<file path="src/design/lsf_pkg.sv">
// shared constants and types for the led sink current and fade block
package lsf_pkg;

  // ==========================================================
  // register addresses (pulse count of the address burst)
  localparam logic [5:0] ADDR_SINK_ENABLE = 6'h00;
  localparam logic [5:0] ADDR_MAIN_LEVEL = 6'h01;
  localparam logic [5:0] ADDR_SUB_GROUP_LEVEL = 6'h02;
  localparam logic [5:0] ADDR_THIRD_GROUP_LEVEL = 6'h03;
  localparam logic [5:0] ADDR_MAIN_FADE_CONTROL = 6'h04;
  localparam logic [5:0] ADDR_SINK_GROUP_MAP = 6'h05;

  // ==========================================================
  // field layout and reset values
  localparam int LEVEL_W = 5;
  localparam int FADE_W = 2;
  localparam int MAP_W = 3;
  localparam int SINKS = 5;
  localparam int CUR_W = 6;
  localparam logic [4:0] RST_LEVEL = 5'h00;
  localparam logic [1:0] RST_FADE = 2'h0;
  localparam logic [2:0] RST_MAP = 3'h0;
  localparam logic [4:0] RST_ENABLE = 5'h00;

  // ==========================================================
  // level code decode points, current in half milliamp units
  localparam logic [4:0] CODE_FIRST_VALID = 5'h04;
  localparam logic [4:0] CODE_LAST_FINE = 5'h0D;
  localparam logic [4:0] CODE_FINE_OFFSET = 5'h03;
  localparam logic [4:0] CODE_COARSE_OFFSET = 5'h08;
  localparam logic [4:0] CODE_TOP_MINUS1 = 5'h1E;
  localparam logic [4:0] CODE_TOP = 5'h1F;
  localparam logic [5:0] CUR_TOP_MINUS1 = 6'h2E;
  localparam logic [5:0] CUR_TOP = 6'h32;

  // ==========================================================
  // timing
  localparam int CLK_HZ = 40000000;
  localparam int MS_PER_SEC = 1000;
  localparam int MS_CYCLES = CLK_HZ / MS_PER_SEC;
  localparam logic [5:0] STEP_MS_SLOW = 6'h08;
  localparam logic [5:0] STEP_MS_MID = 6'h10;
  localparam logic [5:0] STEP_MS_FAST = 6'h20;

  // ==========================================================
  // group of a sink and fade codes
  typedef enum logic [1:0] {
    GRP_MAIN = 2'b00,
    GRP_SUB = 2'b01,
    GRP_THIRD = 2'b10
  } lsf_group_t;

  typedef enum logic [1:0] {
    FADE_OFF = 2'b00,
    FADE_8MS = 2'b01,
    FADE_16MS = 2'b10,
    FADE_32MS = 2'b11
  } lsf_fade_t;

endpackage : lsf_pkg

</file>
<file path="src/design/lsf_config_top.sv">
// configuration registers, main group fade and sink grouping of the led sink driver
//
// Functional notes
// sub group sinks share sub level current
// third group sinks share third level current
// level code decodes to documented current steps
// grouped sink conducts only when enabled
// host keeps sub/third level top bit zero
// host writes only two fade bits
// fade code selects 8, 16, 32 ms steps
// only main group fades; others jump
// new main code ramps step by step
// step count equals code difference
// ramp time is steps times interval
// host writes only three grouping bits
// grouping codes 000 to 011 map sinks
// grouping codes 100, 101, 11x map sinks
// grouping resets to all main
// every sink stays individually disableable
// three groups hold independent levels together
// registers write-only, no read-back
// write is address burst then data burst
// per-sink enable bits active high, independent
// rewrite mid-ramp continues from present code
// sub, third, fade reset to zero
`timescale 1ns/1ps
module lsf_config_top #(
  parameter int MS_TICK_CYCLES = lsf_pkg::MS_CYCLES
) (
  input wire logic core_clk,
  input wire logic sys_rst,
  input wire logic wrValid,
  input wire logic [5:0] wrAddr,
  input wire logic [5:0] wrData,
  output logic [4:0] sinkActive,
  output logic [4:0][5:0] sinkCurrent,
  output logic [4:0] mainLevelCode,
  output logic fadeBusy
);
  import lsf_pkg::*;

  // ==========================================================
  // write-only registers
  logic [4:0] sinkEnable_q;
  logic [4:0] mainTarget_q;
  logic [4:0] subLevel_q;
  logic [4:0] thirdLevel_q;
  lsf_fade_t fadeRate_q;
  logic [2:0] groupMap_q;
  logic mainWrite;

  // data burst pairs with the address burst in the link decoder; one strobe per write
  assign mainWrite = wrValid && (wrAddr == ADDR_MAIN_LEVEL);

  // no read path exists; state is seen only through sink outputs, mainLevelCode and fadeBusy
  always_ff @(posedge core_clk) begin
    if (sys_rst) begin
      sinkEnable_q <= RST_ENABLE;
      mainTarget_q <= RST_LEVEL;
      subLevel_q <= RST_LEVEL;
      thirdLevel_q <= RST_LEVEL;
      fadeRate_q <= FADE_OFF;
      groupMap_q <= RST_MAP;
    end else if (wrValid) begin
      // upper bits must be written zero by the host; they are dropped here
      case (wrAddr)
        ADDR_SINK_ENABLE: sinkEnable_q <= wrData[4:0];
        ADDR_MAIN_LEVEL: mainTarget_q <= wrData[4:0];
        ADDR_SUB_GROUP_LEVEL: subLevel_q <= wrData[4:0];
        ADDR_THIRD_GROUP_LEVEL: thirdLevel_q <= wrData[4:0];
        ADDR_MAIN_FADE_CONTROL: fadeRate_q <= lsf_fade_t'(wrData[1:0]);
        ADDR_SINK_GROUP_MAP: groupMap_q <= wrData[2:0];
        default: ;
      endcase
    end
  end

  // ==========================================================
  // fade step timing
  logic msTick;
  logic [5:0] stepMs;
  logic [5:0] msCount_q;
  logic stepDue;
  logic ramping;
  logic timerRestart;

  always_comb begin
    case (fadeRate_q)
      FADE_8MS: stepMs = STEP_MS_SLOW;
      FADE_16MS: stepMs = STEP_MS_MID;
      FADE_32MS: stepMs = STEP_MS_FAST;
      default: stepMs = 6'h00;
    endcase
  end

  assign ramping = (mainLevelCode != mainTarget_q);
  // timer restarts only when a ramp starts from rest, so a rewrite mid-ramp keeps its pace
  assign timerRestart = mainWrite && !ramping;
  // at or past the interval, so a rate cut mid-ramp does not wait for the count to wrap
  assign stepDue = msTick && (msCount_q >= stepMs - 6'h01);

  lsf_ms_tick #(
    .TICK_CYCLES(MS_TICK_CYCLES)
  ) u_tick (
    .core_clk(core_clk),
    .sys_rst(sys_rst),
    .restart(timerRestart),
    .tick(msTick)
  );

  always_ff @(posedge core_clk) begin
    if (sys_rst || timerRestart || !ramping) begin
      msCount_q <= 6'h00;
    end else if (stepDue) begin
      msCount_q <= 6'h00;
    end else if (msTick) begin
      msCount_q <= msCount_q + 6'h01;
    end
  end

  // ==========================================================
  // present main code: one code step per interval, jump when fade is off
  always_ff @(posedge core_clk) begin
    if (sys_rst) begin
      mainLevelCode <= RST_LEVEL;
    end else if (fadeRate_q == FADE_OFF) begin
      mainLevelCode <= mainTarget_q;
    end else if (ramping && stepDue) begin
      if (mainTarget_q > mainLevelCode)
        mainLevelCode <= mainLevelCode + 5'h01;
      else
        mainLevelCode <= mainLevelCode - 5'h01;
    end
  end

  always_ff @(posedge core_clk) begin
    if (sys_rst)
      fadeBusy <= 1'b0;
    else
      fadeBusy <= (fadeRate_q != FADE_OFF) && ramping;
  end

  // ==========================================================
  // grouping map
  lsf_group_t sinkGroup [SINKS];

  always_comb begin
    for (int i = 0; i < SINKS; i++)
      sinkGroup[i] = GRP_MAIN;
    case (groupMap_q)
      3'b001, 3'b100: begin
        sinkGroup[3] = GRP_SUB;
        sinkGroup[4] = GRP_SUB;
      end
      3'b010: begin
        sinkGroup[2] = GRP_SUB;
        sinkGroup[3] = GRP_SUB;
        sinkGroup[4] = GRP_THIRD;
      end
      3'b011: begin
        sinkGroup[2] = GRP_SUB;
        sinkGroup[3] = GRP_THIRD;
      end
      3'b101: begin
        sinkGroup[4] = GRP_SUB;
      end
      default: ; // 000 and 11x keep all five on main
    endcase
  end

  // ==========================================================
  // per-sink output; sub and third levels bypass the fade
  for (genvar s = 0; s < SINKS; s++) begin : g_sink
    lsf_sink_out u_sink (
      .core_clk(core_clk),
      .sys_rst(sys_rst),
      .group(sinkGroup[s]),
      .enable(sinkEnable_q[s]),
      .mainCode(mainLevelCode),
      .subCode(subLevel_q),
      .thirdCode(thirdLevel_q),
      .active(sinkActive[s]),
      .currentHalfMa(sinkCurrent[s])
    );
  end

endmodule : lsf_config_top

</file>
<file path="src/design/lsf_ms_tick.sv">
// one millisecond time base, a pulse every tickCycles clocks
`timescale 1ns/1ps
module lsf_ms_tick #(
  parameter int TICK_CYCLES = lsf_pkg::MS_CYCLES
) (
  input wire logic core_clk,
  input wire logic sys_rst,
  input wire logic restart,
  output logic tick
);
  import lsf_pkg::*;

  logic [31:0] count_q;

  always_ff @(posedge core_clk) begin
    if (sys_rst || restart) begin
      count_q <= 32'h0;
      tick <= 1'b0;
    end else if (count_q == 32'(TICK_CYCLES - 1)) begin
      count_q <= 32'h0;
      tick <= 1'b1;
    end else begin
      count_q <= count_q + 32'h1;
      tick <= 1'b0;
    end
  end

endmodule : lsf_ms_tick

</file>
<file path="src/design/lsf_sink_out.sv">
// one sink: picks its group level, gates by enable, decodes to current
`timescale 1ns/1ps
module lsf_sink_out (
  input wire logic core_clk,
  input wire logic sys_rst,
  input wire lsf_pkg::lsf_group_t group,
  input wire logic enable,
  input wire logic [4:0] mainCode,
  input wire logic [4:0] subCode,
  input wire logic [4:0] thirdCode,
  output logic active,
  output logic [5:0] currentHalfMa
);
  import lsf_pkg::*;

  logic [4:0] code;

  // code 0 and the reserved codes 1..3 give no current
  function automatic logic [5:0] decodeLevel(input logic [4:0] c);
    logic [5:0] r;
    r = 6'h00;
    if (c == CODE_TOP)
      r = CUR_TOP;
    else if (c == CODE_TOP_MINUS1)
      r = CUR_TOP_MINUS1;
    else if (c > CODE_LAST_FINE)
      r = {c - CODE_COARSE_OFFSET, 1'b0};
    else if (c >= CODE_FIRST_VALID)
      r = {1'b0, c - CODE_FINE_OFFSET};
    return r;
  endfunction : decodeLevel

  always_comb begin
    case (group)
      GRP_SUB: code = subCode;
      GRP_THIRD: code = thirdCode;
      default: code = mainCode;
    endcase
  end

  always_ff @(posedge core_clk) begin
    if (sys_rst) begin
      active <= 1'b0;
      currentHalfMa <= 6'h00;
    end else begin
      active <= enable && (decodeLevel(code) != 6'h00);
      currentHalfMa <= enable ? decodeLevel(code) : 6'h00;
    end
  end

endmodule : lsf_sink_out

</file>
<file path="config.mk">
export PLATFORM = sky130hd
export DESIGN_NAME = lsf_config_top
export DESIGN_NICKNAME = d
export VERILOG_FILES = /design/src/design/lsf_pkg.sv /design/src/design/lsf_config_top.sv /design/src/design/lsf_ms_tick.sv /design/src/design/lsf_sink_out.sv
export SDC_FILE = /design/constraint.sdc
export NUM_CORES = 1
export LEC_CHECK = 0
export CORE_MARGIN = 2
export CORE_UTILIZATION = 50
export DETAILED_ROUTE_END_ITERATION = 16
export DONT_BUFFER_PORTS = 1
export GPL_TIMING_DRIVEN = 0
export PLACE_DENSITY = 0.74
export SLEW_MARGIN = 20
export SYNTH_ARGS = -nofsm -noshare
export SYNTH_HDL_FRONTEND = slang
export SYNTH_SLANG_ARGS = --single-unit
export TNS_END_PERCENT = 20
</file>
<file path="constraint.sdc">
create_clock -name core_clk -period 4.1 [get_ports core_clk]
set_clock_uncertainty 0.2 [all_clocks]
set_input_delay 0.82 -clock core_clk [delete_from_list [all_inputs] [get_ports core_clk]]
set_output_delay 0.82 -clock core_clk [all_outputs]
set_load 0.1 [all_outputs]
</file>
* After elaboration in Yosys (flattened, before gate mapping) *
Cells that the tools add are included.

word-level totals
  register bits after elaboration = 105
  bits in latches = 0
  memory bits (writable) = 0
  bits in read-only memories = 0
  bits of input ports = 15
  output and inout port bits = 41
  logic and storage cells = 146
  memories = 0

cells by class
  add/subtract/negate cells = 13
  multiply operators = 0
  divide/modulo/power cells = 0
  order comparisons = 10
  eq/ne operators = 29
  shift operators = 0
  multiplexer cells = 31
  bitwise operators = 5
  reduce and logical (&&, ||, !) cells = 37

operators by type and width
  cell                                                            count
  2-to-1 mux 6 bit                                                16
  equality test 5 bit (second input constant)                     8
  2-to-1 mux 5 bit                                                7
  adder 32 x 1 -> 32 bit (second input constant)                  1
  equality test 32 x 16 -> 1 bit (second input constant)          1
  one-hot mux 5 bit (2 select lines)                              3
  nonzero test 6 bit                                              4
  >= comparator 5 x 3 -> 1 bit (second input constant)            4
  greater-than comparator 5 x 4 -> 1 bit (second input constant)  4
  subtractor 5 x 2 -> 5 bit (second input constant)               4
  subtractor 5 x 4 -> 5 bit (second input constant)               4
  one-hot mux 6 bit (3 select lines)                              1
  OR reduction 2 bit                                              8
  equality test 6 x 2 -> 1 bit (second input constant)            2
  equality test 6 x 3 -> 1 bit (second input constant)            2
  AND reduction 2 bit                                             6
  logical AND 1 bit                                               10
  equality test 2 bit (second input constant)                     4
  one-hot mux 2 bit (2 select lines)                              2
  adder 6 x 1 -> 6 bit (second input constant)                    1
  equality test 2 x 1 -> 1 bit (second input constant)            3
  equality test 3 x 2 -> 1 bit (second input constant)            2
  equality test 3 bit (second input constant)                     2
  equality test 6 x 1 -> 1 bit (second input constant)            1
  other kinds (17)                                                25

* Logic depth before layout (Yosys ltp) *
Gate-level depths: netlist of the first run.

  word-level depth = 13
  depth in mapped cells = 14

* Hierarchy *
Synthesis of the first run repeated with hierarchy kept, for this count alone.

second synthesis, totals
  cell total of the unflattened synthesis = 748
  area total of the unflattened synthesis = 6,462.4 um^2

by module, submodules not included
  module          times used  cells each  area an instance (um^2)  sequential area each (um^2)
  lsf_sink_out    5           69          570.5                    140.1
  lsf_config_top  1           207         1,928.1                  740.7
  lsf_ms_tick     1           196         1,681.6                  660.6

* Worst setup path before layout of the first run *
OpenSTA, ideal clock, no wires.

  path kind = reg2reg
  start point = register mainLevelCode[3]
  end point = register mainLevelCode[4]
  arrival = 3,593 ps
  path slack = 192 ps
  cell stages (with the launch flop) = 15
  path buffers = 1
  cell sequence = dfxtp_1 > clkbuf_2 > inv_1 > ha_1 > and3_1 > and3_1 > a31oi_1 > inv_1 > fa_1 > a21o_1 > a21oi_1 > xnor2_1 > nor2_1 > xnor2_1 > o21a_1

between the ends
  longest elaborated chain between the ends = 4
  elaborated cells on any way between the ends = 9
  those cells by class = add/sub: 2; order compare: 1; eq/ne: 1; mux: 3; reduce/logical: 2

RTL lines
  what                                               RTL line               text
  start, declared                                    lsf_config_top.sv:37   output logic [4:0] mainLevelCode,
  start signal, assigned                             lsf_config_top.sv:127  mainLevelCode <= mainTarget_q;
  start signal, assigned                             lsf_config_top.sv:130  mainLevelCode <= mainLevelCode + 5'h01;
  start signal, assigned                             lsf_config_top.sv:132  mainLevelCode <= mainLevelCode - 5'h01;
  subtractor 5 x 1 -> 5 bit (tied with other cells)  lsf_config_top.sv:132
  2-to-1 mux 5 bit                                   lsf_config_top.sv:129  if (mainTarget_q > mainLevelCode)
  2-to-1 mux 5 bit                                   lsf_config_top.sv:128  end else if (ramping && stepDue) begin
  2-to-1 mux 5 bit                                   lsf_config_top.sv:126  end else if (fadeRate_q == FADE_OFF) begin

Parallel ways exist; a longest one is shown, timed or not. The select of a mux whose other input is x is not followed.
A chain may end at the register's enable or synchronous reset.

* Worst setup path in the final report of the first run *
Same ends and word-level chain as after synthesis.

==> results of run 1 <==
-- path summary, 6_finish.rpt --
kind | start | endpoint | cells after the start
hold / removal | u_tick.count_q[0] | u_tick.count_q[0] | 1
setup / recovery | mainLevelCode[3] | mainLevelCode[4] | 14
hold reg to reg | u_tick.count_q[0] | u_tick.count_q[0] | 1
setup reg to reg | mainLevelCode[3] | mainLevelCode[4] | 14
-- critical path, stage by stage, from the launching register on --
cell and delay, ps:
sky130_fd_sc_hd__dfxtp_2 700, sky130_fd_sc_hd__clkbuf_2 330, sky130_fd_sc_hd__inv_1 190, sky130_fd_sc_hd__ha_1 340, sky130_fd_sc_hd__and3_1 190, sky130_fd_sc_hd__and3_1 220
sky130_fd_sc_hd__a31oi_1 230, sky130_fd_sc_hd__inv_1 150, sky130_fd_sc_hd__fa_1 420, sky130_fd_sc_hd__a21o_1 180, sky130_fd_sc_hd__a21oi_1 170, sky130_fd_sc_hd__xnor2_1 140
sky130_fd_sc_hd__nor2_1 70, sky130_fd_sc_hd__xnor2_1 130, sky130_fd_sc_hd__o21a_1 160
-- state kept, by name, indices dropped and copies added, names as in the netlist --
| register | flops |
|---|---|
| fadeBusy | 1 |
| fadeRate_q | 2 |
| g_sink.u_sink.active | 5 |
| g_sink.u_sink.currentHalfMa | 30 |
| groupMap_q | 3 |
| mainLevelCode | 5 |
| mainTarget_q | 5 |
| msCount_q | 6 |
| sinkEnable_q | 5 |
| subLevel_q | 5 |
| thirdLevel_q | 5 |
| u_tick.count_q | 32 |
| u_tick.tick | 1 |
-- kinds of logic (layout without fill, tap and decap cells) --
kind of cell	count (synthesis)	count (layout)	synth area share
AND/OR/NAND/NOR	272	272	0.228
flip-flops	105	105	0.374
AO/OA/AOI/OAI	101	101	0.122
buffers and inverters	58	74	0.0439
adder cells (fa/ha/maj)	45	45	0.102
XOR/XNOR	43	43	0.0670
multiplexers	34	34	0.0630
-- timing repair --
item                                    CTS  global route
endpoints found under the setup margin    2             4
buffers inserted                          0             0
pin swaps                                 0             0
gates resized for setup                   3             7
hold endpoints to repair                  0             0
-- layer usage --
metal / GRT usage / vias up
li1: - / 2296
met1: 0.262 / 2157
met2: 0.345 / 99
met3: 0.0441 / 21
met4: 0.0832 / 0
met5: 0 / -
-- final cells by class --
class	instances	area, sq um	share of cell area
Clock inverter	6	88.8	0.0147
Sequential cell	105	2110	0.349
Multi-Input combinational cell	495	3290	0.544
Tap cell	140	175	0.0289
Buffer	28	135	0.0223
Clock buffer	10	138	0.0227
Inverter	30	113	0.0186
-- cell usage after synthesis (all sizes together) (5+ instances only) --
| cell type | count |
|---|---|
| and3 | 12 |
| dfxtp | 105 |
| nand3 | 23 |
| nand2 | 48 |
| nor4 | 6 |
| a22oi | 5 |
| and4 | 5 |
| buf | 7 |
| a221oi | 7 |
| nor2 | 119 |
| o21a | 8 |
| o211ai | 5 |
| a31oi | 7 |
| and2 | 5 |
| inv | 30 |
| mux2i | 33 |
| xnor2 | 15 |
| or3 | 6 |
| o21ai | 10 |
| nand2b | 12 |
| clkbuf | 21 |
| a21o | 6 |
| ha | 44 |
| nand4 | 7 |
| nor3 | 8 |
| a21oi | 29 |
| nor2b | 6 |
| xor2 | 28 |
-- power groups by stage --
stage	combinational, mW	clock, mW	sequential (mW)
5_1_grt	0.0656	0.765	1.03
3_5_place_dp	0.0566	0	1.05
2_1_floorplan	0.0448	0	1.05
4_1_cts	0.0568	0.735	1.03
6_report	0.0573	0.715	1.03
3_3_place_gp	0.0544	0	1.05
==> impl_metrics.prom, run 1 <==
# TYPE chip_impl_metric gauge
chip_impl_info{name="run_status",value="completed"} 1
chip_impl_metric{name="number_of_library_cell_types_mapped_by_synthesis",unit=""} 61
chip_impl_metric{name="grt_antenna_before_repair",unit=""} 0
chip_impl_info{name="synthFlopType",value="sky130_fd_sc_hd__dfxtp_1"} 1
chip_impl_metric{name="routed-via-count",unit=""} 4573
chip_impl_metric{name="crit_arrival",unit="ps"} 4000
chip_impl_metric{name="drt_via_density",unit=""} 5.62
chip_impl_metric{name="internal_power",unit="mW"} 1.40
chip_impl_info{name="clock-root-buffer",value="sky130_fd_sc_hd__clkbuf_8"} 1
chip_impl_metric{name="initial_core_util",unit=""} 0.516
chip_impl_metric{name="placedCellCount",unit=""} 798
chip_impl_metric{name="worst_setup_hold_path_clk_slew",unit="ps"} 100
chip_impl_metric{name="cellPowerDensity",unit="nW/um^2"} 298
chip_impl_metric{name="post-route-period-util",unit=""} 0.957
chip_impl_metric{name="grt_max_degree",unit=""} 18
chip_impl_metric{name="fp-row-count",unit=""} 38
chip_impl_info{name="worst_min_delay_path_class",value="reg -> reg"} 1
chip_impl_metric{name="hold_viol",unit=""} 0
chip_impl_metric{name="relative_area_change_from_synthesis_to_final_layout",unit="%"} 7.66
chip_impl_metric{name="critPathMaxFanout",unit=""} 8
chip_impl_metric{name="drv_slew",unit=""} 0
chip_impl_metric{name="globalRouteOverflowTotal",unit=""} 0
chip_impl_metric{name="dpl.hpwl",unit="mm"} 8.72
chip_impl_metric{name="routed_wl",unit="mm"} 11.7
chip_impl_metric{name="grt_util_all_layers",unit=""} 0.208
chip_impl_metric{name="power.share.clock",unit=""} 0.397
chip_impl_info{name="topRoutingLayerUsed",value="met4"} 1
chip_impl_metric{name="postLayoutCoreUtil",unit=""} 0.556
chip_impl_metric{name="maxClockFrequency",unit="GHz"} 0.255
chip_impl_metric{name="placement.cell_area",unit="sq um"} 5800
chip_impl_metric{name="count_of_nets_after_finishing",unit=""} 729
chip_impl_info{name="critPathLaunchType",value="register"} 1
chip_impl_metric{name="period_needed",unit="ps"} 3920
chip_impl_metric{name="cts_made_buffers",unit=""} 9
chip_impl_metric{name="num_io_pins",unit=""} 56
chip_impl_metric{name="wl_per_cell",unit="um"} 14.4
chip_impl_metric{name="finalNonFillerCells",unit=""} 814
chip_impl_metric{name="cts.path.max_buffers",unit=""} 2
chip_impl_info{name="grt_setup_unrepaired",value="yes"} 1
chip_impl_metric{name="asyncSetResetFlopFracSynth",unit=""} 0
chip_impl_info{name="biggest_area_consumer_among_synthesized_cells",value="sky130_fd_sc_hd__dfxtp_1"} 1
chip_impl_metric{name="clock_sink_count",unit=""} 105
chip_impl_metric{name="globalplace.congestion",unit=""} 0.879
chip_impl_metric{name="fp.dieArea",unit="sq um"} 12100
chip_impl_metric{name="worst_ir_drop_vdd",unit="mV"} 0.211
chip_impl_metric{name="syn_area",unit="sq um"} 5620
chip_impl_metric{name="final_design_area_no_fill",unit="sq um"} 6050
chip_impl_metric{name="cap_viol_max_count",unit=""} 0
chip_impl_metric{name="setup_tns",unit="ps"} 0
chip_impl_metric{name="report.power.total",unit="mW"} 1.80
chip_impl_metric{name="drcViolationCount",unit=""} 0
chip_impl_metric{name="first_pass_grt_wire_length",unit="mm"} 20.0
chip_impl_metric{name="mappedNetlistNets",unit=""} 718
chip_impl_metric{name="timing.max_slew.rel_slack",unit=""} 0.225
chip_impl_metric{name="pre_cts_slack",unit="ps"} -194
chip_impl_metric{name="post_cts_hold_buffer_count",unit=""} 0
chip_impl_metric{name="met1_length",unit="mm"} 5.40
chip_impl_metric{name="synth_warn",unit=""} 0
chip_impl_metric{name="timing.hold.ws",unit="ps"} 285
chip_impl_metric{name="insertion_delay",unit="ps"} 380
chip_impl_metric{name="placeableCoreArea",unit="sq um"} 10900
chip_impl_info{name="crit_path_end_kind",value="register"} 1
chip_impl_metric{name="transition_time_at_the_pin_with_the_least_slew_margin",unit="ps"} 1160
chip_impl_metric{name="syn_avg_cell_area",unit="sq um"} 8.54
chip_impl_metric{name="switching_share",unit=""} 0.220
chip_impl_metric{name="share_of_final_layout_standard_cells_stronger_than_drive_strength_1",unit=""} 0.0668
chip_impl_metric{name="io_buffer_count",unit=""} 0
chip_impl_metric{name="dieHeight",unit="um"} 110
chip_impl_metric{name="seq_power_share",unit=""} 0.571
chip_impl_metric{name="yosysSeqAreaShare",unit=""} 0.374
chip_impl_metric{name="detail_route.iter0.violations",unit=""} 229
chip_impl_metric{name="number_of_enable_type_register_cells_in_the_synthesized_netlist",unit=""} 0
chip_impl_metric{name="synth_seq_cells",unit=""} 105
chip_impl_metric{name="power.combinational.fraction",unit=""} 0.032
chip_impl_metric{name="grt_pass1_vias",unit=""} 4348
chip_impl_metric{name="route.met2.wl",unit="mm"} 5.56
chip_impl_metric{name="r2r_slack",unit="ps"} 180
chip_impl_metric{name="worst_ep_required_time",unit="ps"} 4170
chip_impl_metric{name="switching_power",unit="uW"} 396
chip_impl_info{name="cts_tree",value="yes"} 1
chip_impl_metric{name="num_antenna_cells",unit=""} 0
chip_impl_metric{name="wl_met3",unit="um"} 537
chip_impl_info{name="post_synth_main_area_contributors",value="sky130_fd_sc_hd__dfxtp_1, sky130_fd_sc_hd__ha_1, sky130_fd_sc_hd__nor2_1"} 1
chip_impl_metric{name="setup_viol_count_final",unit=""} 0
chip_impl_info{name="critPathKind",value="reg -> reg"} 1
chip_impl_metric{name="postRouteAntennaNets",unit=""} 0
chip_impl_metric{name="filler_cell_count",unit=""} 979
chip_impl_metric{name="syn_inst",unit=""} 658
chip_impl_metric{name="detail_route.first_pass.iterations",unit=""} 4
chip_impl_metric{name="cts_htree_levels",unit=""} 3
chip_impl_metric{name="power.static_leakage",unit="nW"} 2.43
chip_impl_info{name="final_common_cell",value="sky130_fd_sc_hd__nor2_1"} 1
chip_impl_metric{name="yosys_top_cell_area_share",unit=""} 0.374
chip_impl_metric{name="die-width",unit="um"} 110
chip_impl_info{name="commonest_cells_after_routing_fill_and_taps_aside",value="sky130_fd_sc_hd__nor2_1, sky130_fd_sc_hd__dfxtp_1, sky130_fd_sc_hd__nand2_1, sky130_fd_sc_hd__ha_1, sky130_fd_sc_hd__mux2i_1"} 1
chip_impl_metric{name="setup_ws",unit="ps"} 176
Note: power is estimated with default switching activity, not from simulation.
==> run 2, diff against run 1 <==
--- a/config.mk
+++ b/config.mk
@@ -5,12 +5,12 @@
 export SDC_FILE = /design/constraint.sdc
 export NUM_CORES = 1
 export LEC_CHECK = 0
+export ABC_AREA = 0
 export CORE_MARGIN = 2
 export CORE_UTILIZATION = 50
 export DETAILED_ROUTE_END_ITERATION = 16
 export DONT_BUFFER_PORTS = 1
 export GPL_TIMING_DRIVEN = 0
-export PLACE_DENSITY = 0.74
 export SLEW_MARGIN = 20
 export SYNTH_ARGS = -nofsm -noshare
 export SYNTH_HDL_FRONTEND = slang
==> impl_metrics.prom, run 2 (synthesis gave the netlist of run 1 again) <==
# TYPE chip_impl_metric gauge
chip_impl_metric{name="io_buffer_count",unit=""} 0
chip_impl_metric{name="setup_ws",unit="ps"} 250
chip_impl_metric{name="crit_arrival",unit="ps"} 3920
chip_impl_info{name="critPathLaunch",value="groupMap_q[1]"} 1
chip_impl_metric{name="cellPowerDensity",unit="nW/um^2"} 287
chip_impl_metric{name="grt_use_met2",unit=""} 0.345
chip_impl_info{name="clock-root-buffer",value="sky130_fd_sc_hd__clkbuf_8"} 1
chip_impl_metric{name="critPathMaxFanout",unit=""} 10
chip_impl_metric{name="num_antenna_cells",unit=""} 0
chip_impl_info{name="final_common_cell",value="sky130_fd_sc_hd__nor2_1"} 1
chip_impl_metric{name="final_design_area_no_fill",unit="sq um"} 6030
chip_impl_info{name="crit_path_end_kind",value="register"} 1
chip_impl_metric{name="grt_pass1_vias",unit=""} 4039
chip_impl_metric{name="routed_wl",unit="mm"} 12.0
chip_impl_metric{name="drv_slew",unit=""} 0
chip_impl_metric{name="drt_via_density",unit=""} 5.54
chip_impl_info{name="grt.busiest_layer",value="met2"} 1
chip_impl_metric{name="power.static_leakage",unit="nW"} 2.41
chip_impl_metric{name="cap_viol_max_count",unit=""} 0
chip_impl_info{name="reg_top3",value="u_tick.count_q: 32 flops, g_sink.u_sink.currentHalfMa: 30 flops, msCount_q: 6 flops"} 1
chip_impl_metric{name="placeableCoreArea",unit="sq um"} 10900
chip_impl_metric{name="setup_tns",unit="ps"} 0
chip_impl_metric{name="share_of_final_layout_standard_cells_stronger_than_drive_strength_1",unit=""} 0.0653
chip_impl_info{name="worst_min_delay_path_class",value="reg -> reg"} 1
chip_impl_info{name="commonest_cells_after_routing_fill_and_taps_aside",value="sky130_fd_sc_hd__nor2_1, sky130_fd_sc_hd__dfxtp_1, sky130_fd_sc_hd__nand2_1, sky130_fd_sc_hd__ha_1, sky130_fd_sc_hd__mux2i_1"} 1
chip_impl_metric{name="die-width",unit="um"} 110
chip_impl_metric{name="dieHeight",unit="um"} 110
chip_impl_metric{name="layout.area.seq",unit="sq um"} 2120
chip_impl_metric{name="drcViolationCount",unit=""} 0
chip_impl_metric{name="post-route-period-util",unit=""} 0.939
chip_impl_metric{name="period_needed",unit="ps"} 3850
chip_impl_metric{name="relative_area_change_from_synthesis_to_final_layout",unit="%"} 7.26
chip_impl_metric{name="hold_path_depth",unit=""} 1
chip_impl_metric{name="r2r_slack",unit="ps"} 250
chip_impl_info{name="worst_setup_path_endpoint",value="g_sink[4].u_sink.active"} 1
chip_impl_metric{name="detail_route.iter0.violations",unit=""} 238
chip_impl_metric{name="cts_htree_levels",unit=""} 3
chip_impl_metric{name="r2r.worst_path.cells",unit=""} 13
chip_impl_info{name="run_status",value="completed"} 1
chip_impl_metric{name="placement.cell_area",unit="sq um"} 5800
chip_impl_metric{name="grt_max_degree",unit=""} 17
chip_impl_metric{name="cts_made_buffers",unit=""} 9
chip_impl_metric{name="area_used_by_multi_input_combinational_logic",unit="sq um"} 3290
chip_impl_info{name="critPathKind",value="reg -> reg"} 1
chip_impl_metric{name="globalRouteOverflowTotal",unit=""} 0
chip_impl_metric{name="report.power.total",unit="mW"} 1.73
chip_impl_metric{name="largest_reg_flops",unit=""} 32
chip_impl_info{name="critPathLaunchType",value="register"} 1
chip_impl_metric{name="initial_core_util",unit=""} 0.516
chip_impl_metric{name="num_io_pins",unit=""} 56
chip_impl_metric{name="setup_viol_count_final",unit=""} 0
chip_impl_metric{name="first_pass_grt_wire_length",unit="mm"} 19.8
chip_impl_metric{name="clock_sink_count",unit=""} 105
chip_impl_metric{name="worst_ep_required_time",unit="ps"} 4170
chip_impl_metric{name="maxClockFrequency",unit="GHz"} 0.260
chip_impl_metric{name="filler_cell_count",unit=""} 1032
chip_impl_info{name="r2r-end",value="g_sink[4].u_sink.active"} 1
chip_impl_metric{name="worst_ir_drop_vdd",unit="mV"} 0.208
chip_impl_info{name="top_reg_by_flops",value="u_tick.count_q"} 1
chip_impl_metric{name="timing.hold.ws",unit="ps"} 289
chip_impl_metric{name="insertion_delay",unit="ps"} 370
chip_impl_metric{name="postRouteAntennaNets",unit=""} 0
chip_impl_metric{name="globalplace.congestion",unit=""} 0.864
chip_impl_metric{name="worst_setup_hold_path_clk_slew",unit="ps"} 100
chip_impl_metric{name="dpl.hpwl",unit="mm"} 8.82
chip_impl_metric{name="grtUsageMet1",unit=""} 0.278
chip_impl_metric{name="fp.dieArea",unit="sq um"} 12100
chip_impl_info{name="grt_setup_unrepaired",value="yes"} 1
chip_impl_metric{name="routed-via-count",unit=""} 4510
chip_impl_metric{name="wl_per_cell",unit="um"} 14.7
chip_impl_metric{name="cts.path.max_buffers",unit=""} 2
chip_impl_metric{name="timing.max_slew.rel_slack",unit=""} 0.373
chip_impl_metric{name="hold_viol",unit=""} 0
chip_impl_info{name="cts_tree",value="yes"} 1
chip_impl_metric{name="transition_time_at_the_pin_with_the_least_slew_margin",unit="ps"} 939
chip_impl_metric{name="detail_route.first_pass.iterations",unit=""} 5
chip_impl_metric{name="grt_util_all_layers",unit=""} 0.212
chip_impl_metric{name="fp-row-count",unit=""} 38
chip_impl_info{name="r2r-start",value="groupMap_q[1]"} 1
chip_impl_metric{name="pre_cts_slack",unit="ps"} -286
chip_impl_metric{name="count_of_nets_after_finishing",unit=""} 729
chip_impl_metric{name="globalRouteMet3Util",unit=""} 0.0429
chip_impl_metric{name="grt_antenna_before_repair",unit=""} 0
chip_impl_metric{name="postCtsSetupRepairBufs",unit=""} 0
## run 2: worst min-delay path by stage
stage                            startpoint                end  slack [ps]
final                     u_tick.count_q[0]  u_tick.count_q[0]         290
after global routing        mainTarget_q[0]   mainLevelCode[0]         320
after CTS                 u_tick.count_q[0]  u_tick.count_q[0]         290
after detailed placement  u_tick.count_q[0]  u_tick.count_q[0]         270
after global placement    u_tick.count_q[0]  u_tick.count_q[0]         260
after floorplan           u_tick.count_q[0]  u_tick.count_q[0]         240
## run 2: worst max-delay path: stages, from the launching register on
cell                       delay (ps)
sky130_fd_sc_hd__dfxtp_1          480
sky130_fd_sc_hd__and2b_1          280
sky130_fd_sc_hd__nand2b_1         100
sky130_fd_sc_hd__ha_1             280
sky130_fd_sc_hd__clkbuf_1         320
sky130_fd_sc_hd__o21a_1           190
sky130_fd_sc_hd__clkbuf_1         320
sky130_fd_sc_hd__inv_1            170
sky130_fd_sc_hd__ha_1             230
sky130_fd_sc_hd__a221oi_1         330
sky130_fd_sc_hd__nand2b_1         230
sky130_fd_sc_hd__mux2i_1          210
sky130_fd_sc_hd__a221oi_1         100
sky130_fd_sc_hd__or2_2            310
## run 2: metal layers
| metal | share of wire | vias up |
|---|---|---|
| li1 | - | 2289 |
| met1 | 0.47 | 2140 |
| met2 | 0.47 | 71 |
| met3 | 0.041 | 10 |
| met4 | 0.012 | 0 |
| met5 | 0 | - |
## run 2: cell type report
class	count	area share
multi-input combinational	495	0.546
inverter	30	0.0187
buffer	28	0.0224
clock inverter	4	0.00872
tap	140	0.0291
clock buffer	12	0.0241
sequential	105	0.351
## run 2: what timing repair did
item | CTS | global route
endpoints found under the setup margin | 2 | 5
hold buffers | 0 | 0
gates resized for setup | 2 | 9
## run 2: power by group
| group | switching, mW | total, mW | internal (mW) |
|---|---|---|---|
| clock network | 0.345 | 0.644 | 0.300 |
| logic | 0.0365 | 0.0573 | 0.0208 |
| registers | 0.00616 | 1.03 | 1.02 |
| total | 0.387 | 1.73 | 1.34 |
## run 2: metrics by stage
stage,cells,utilization
after detailed placement,798,0.533
after global placement,798,0.532
final,814,0.554
after floorplan,658,-
after global routing,814,0.554
after CTS,814,0.551
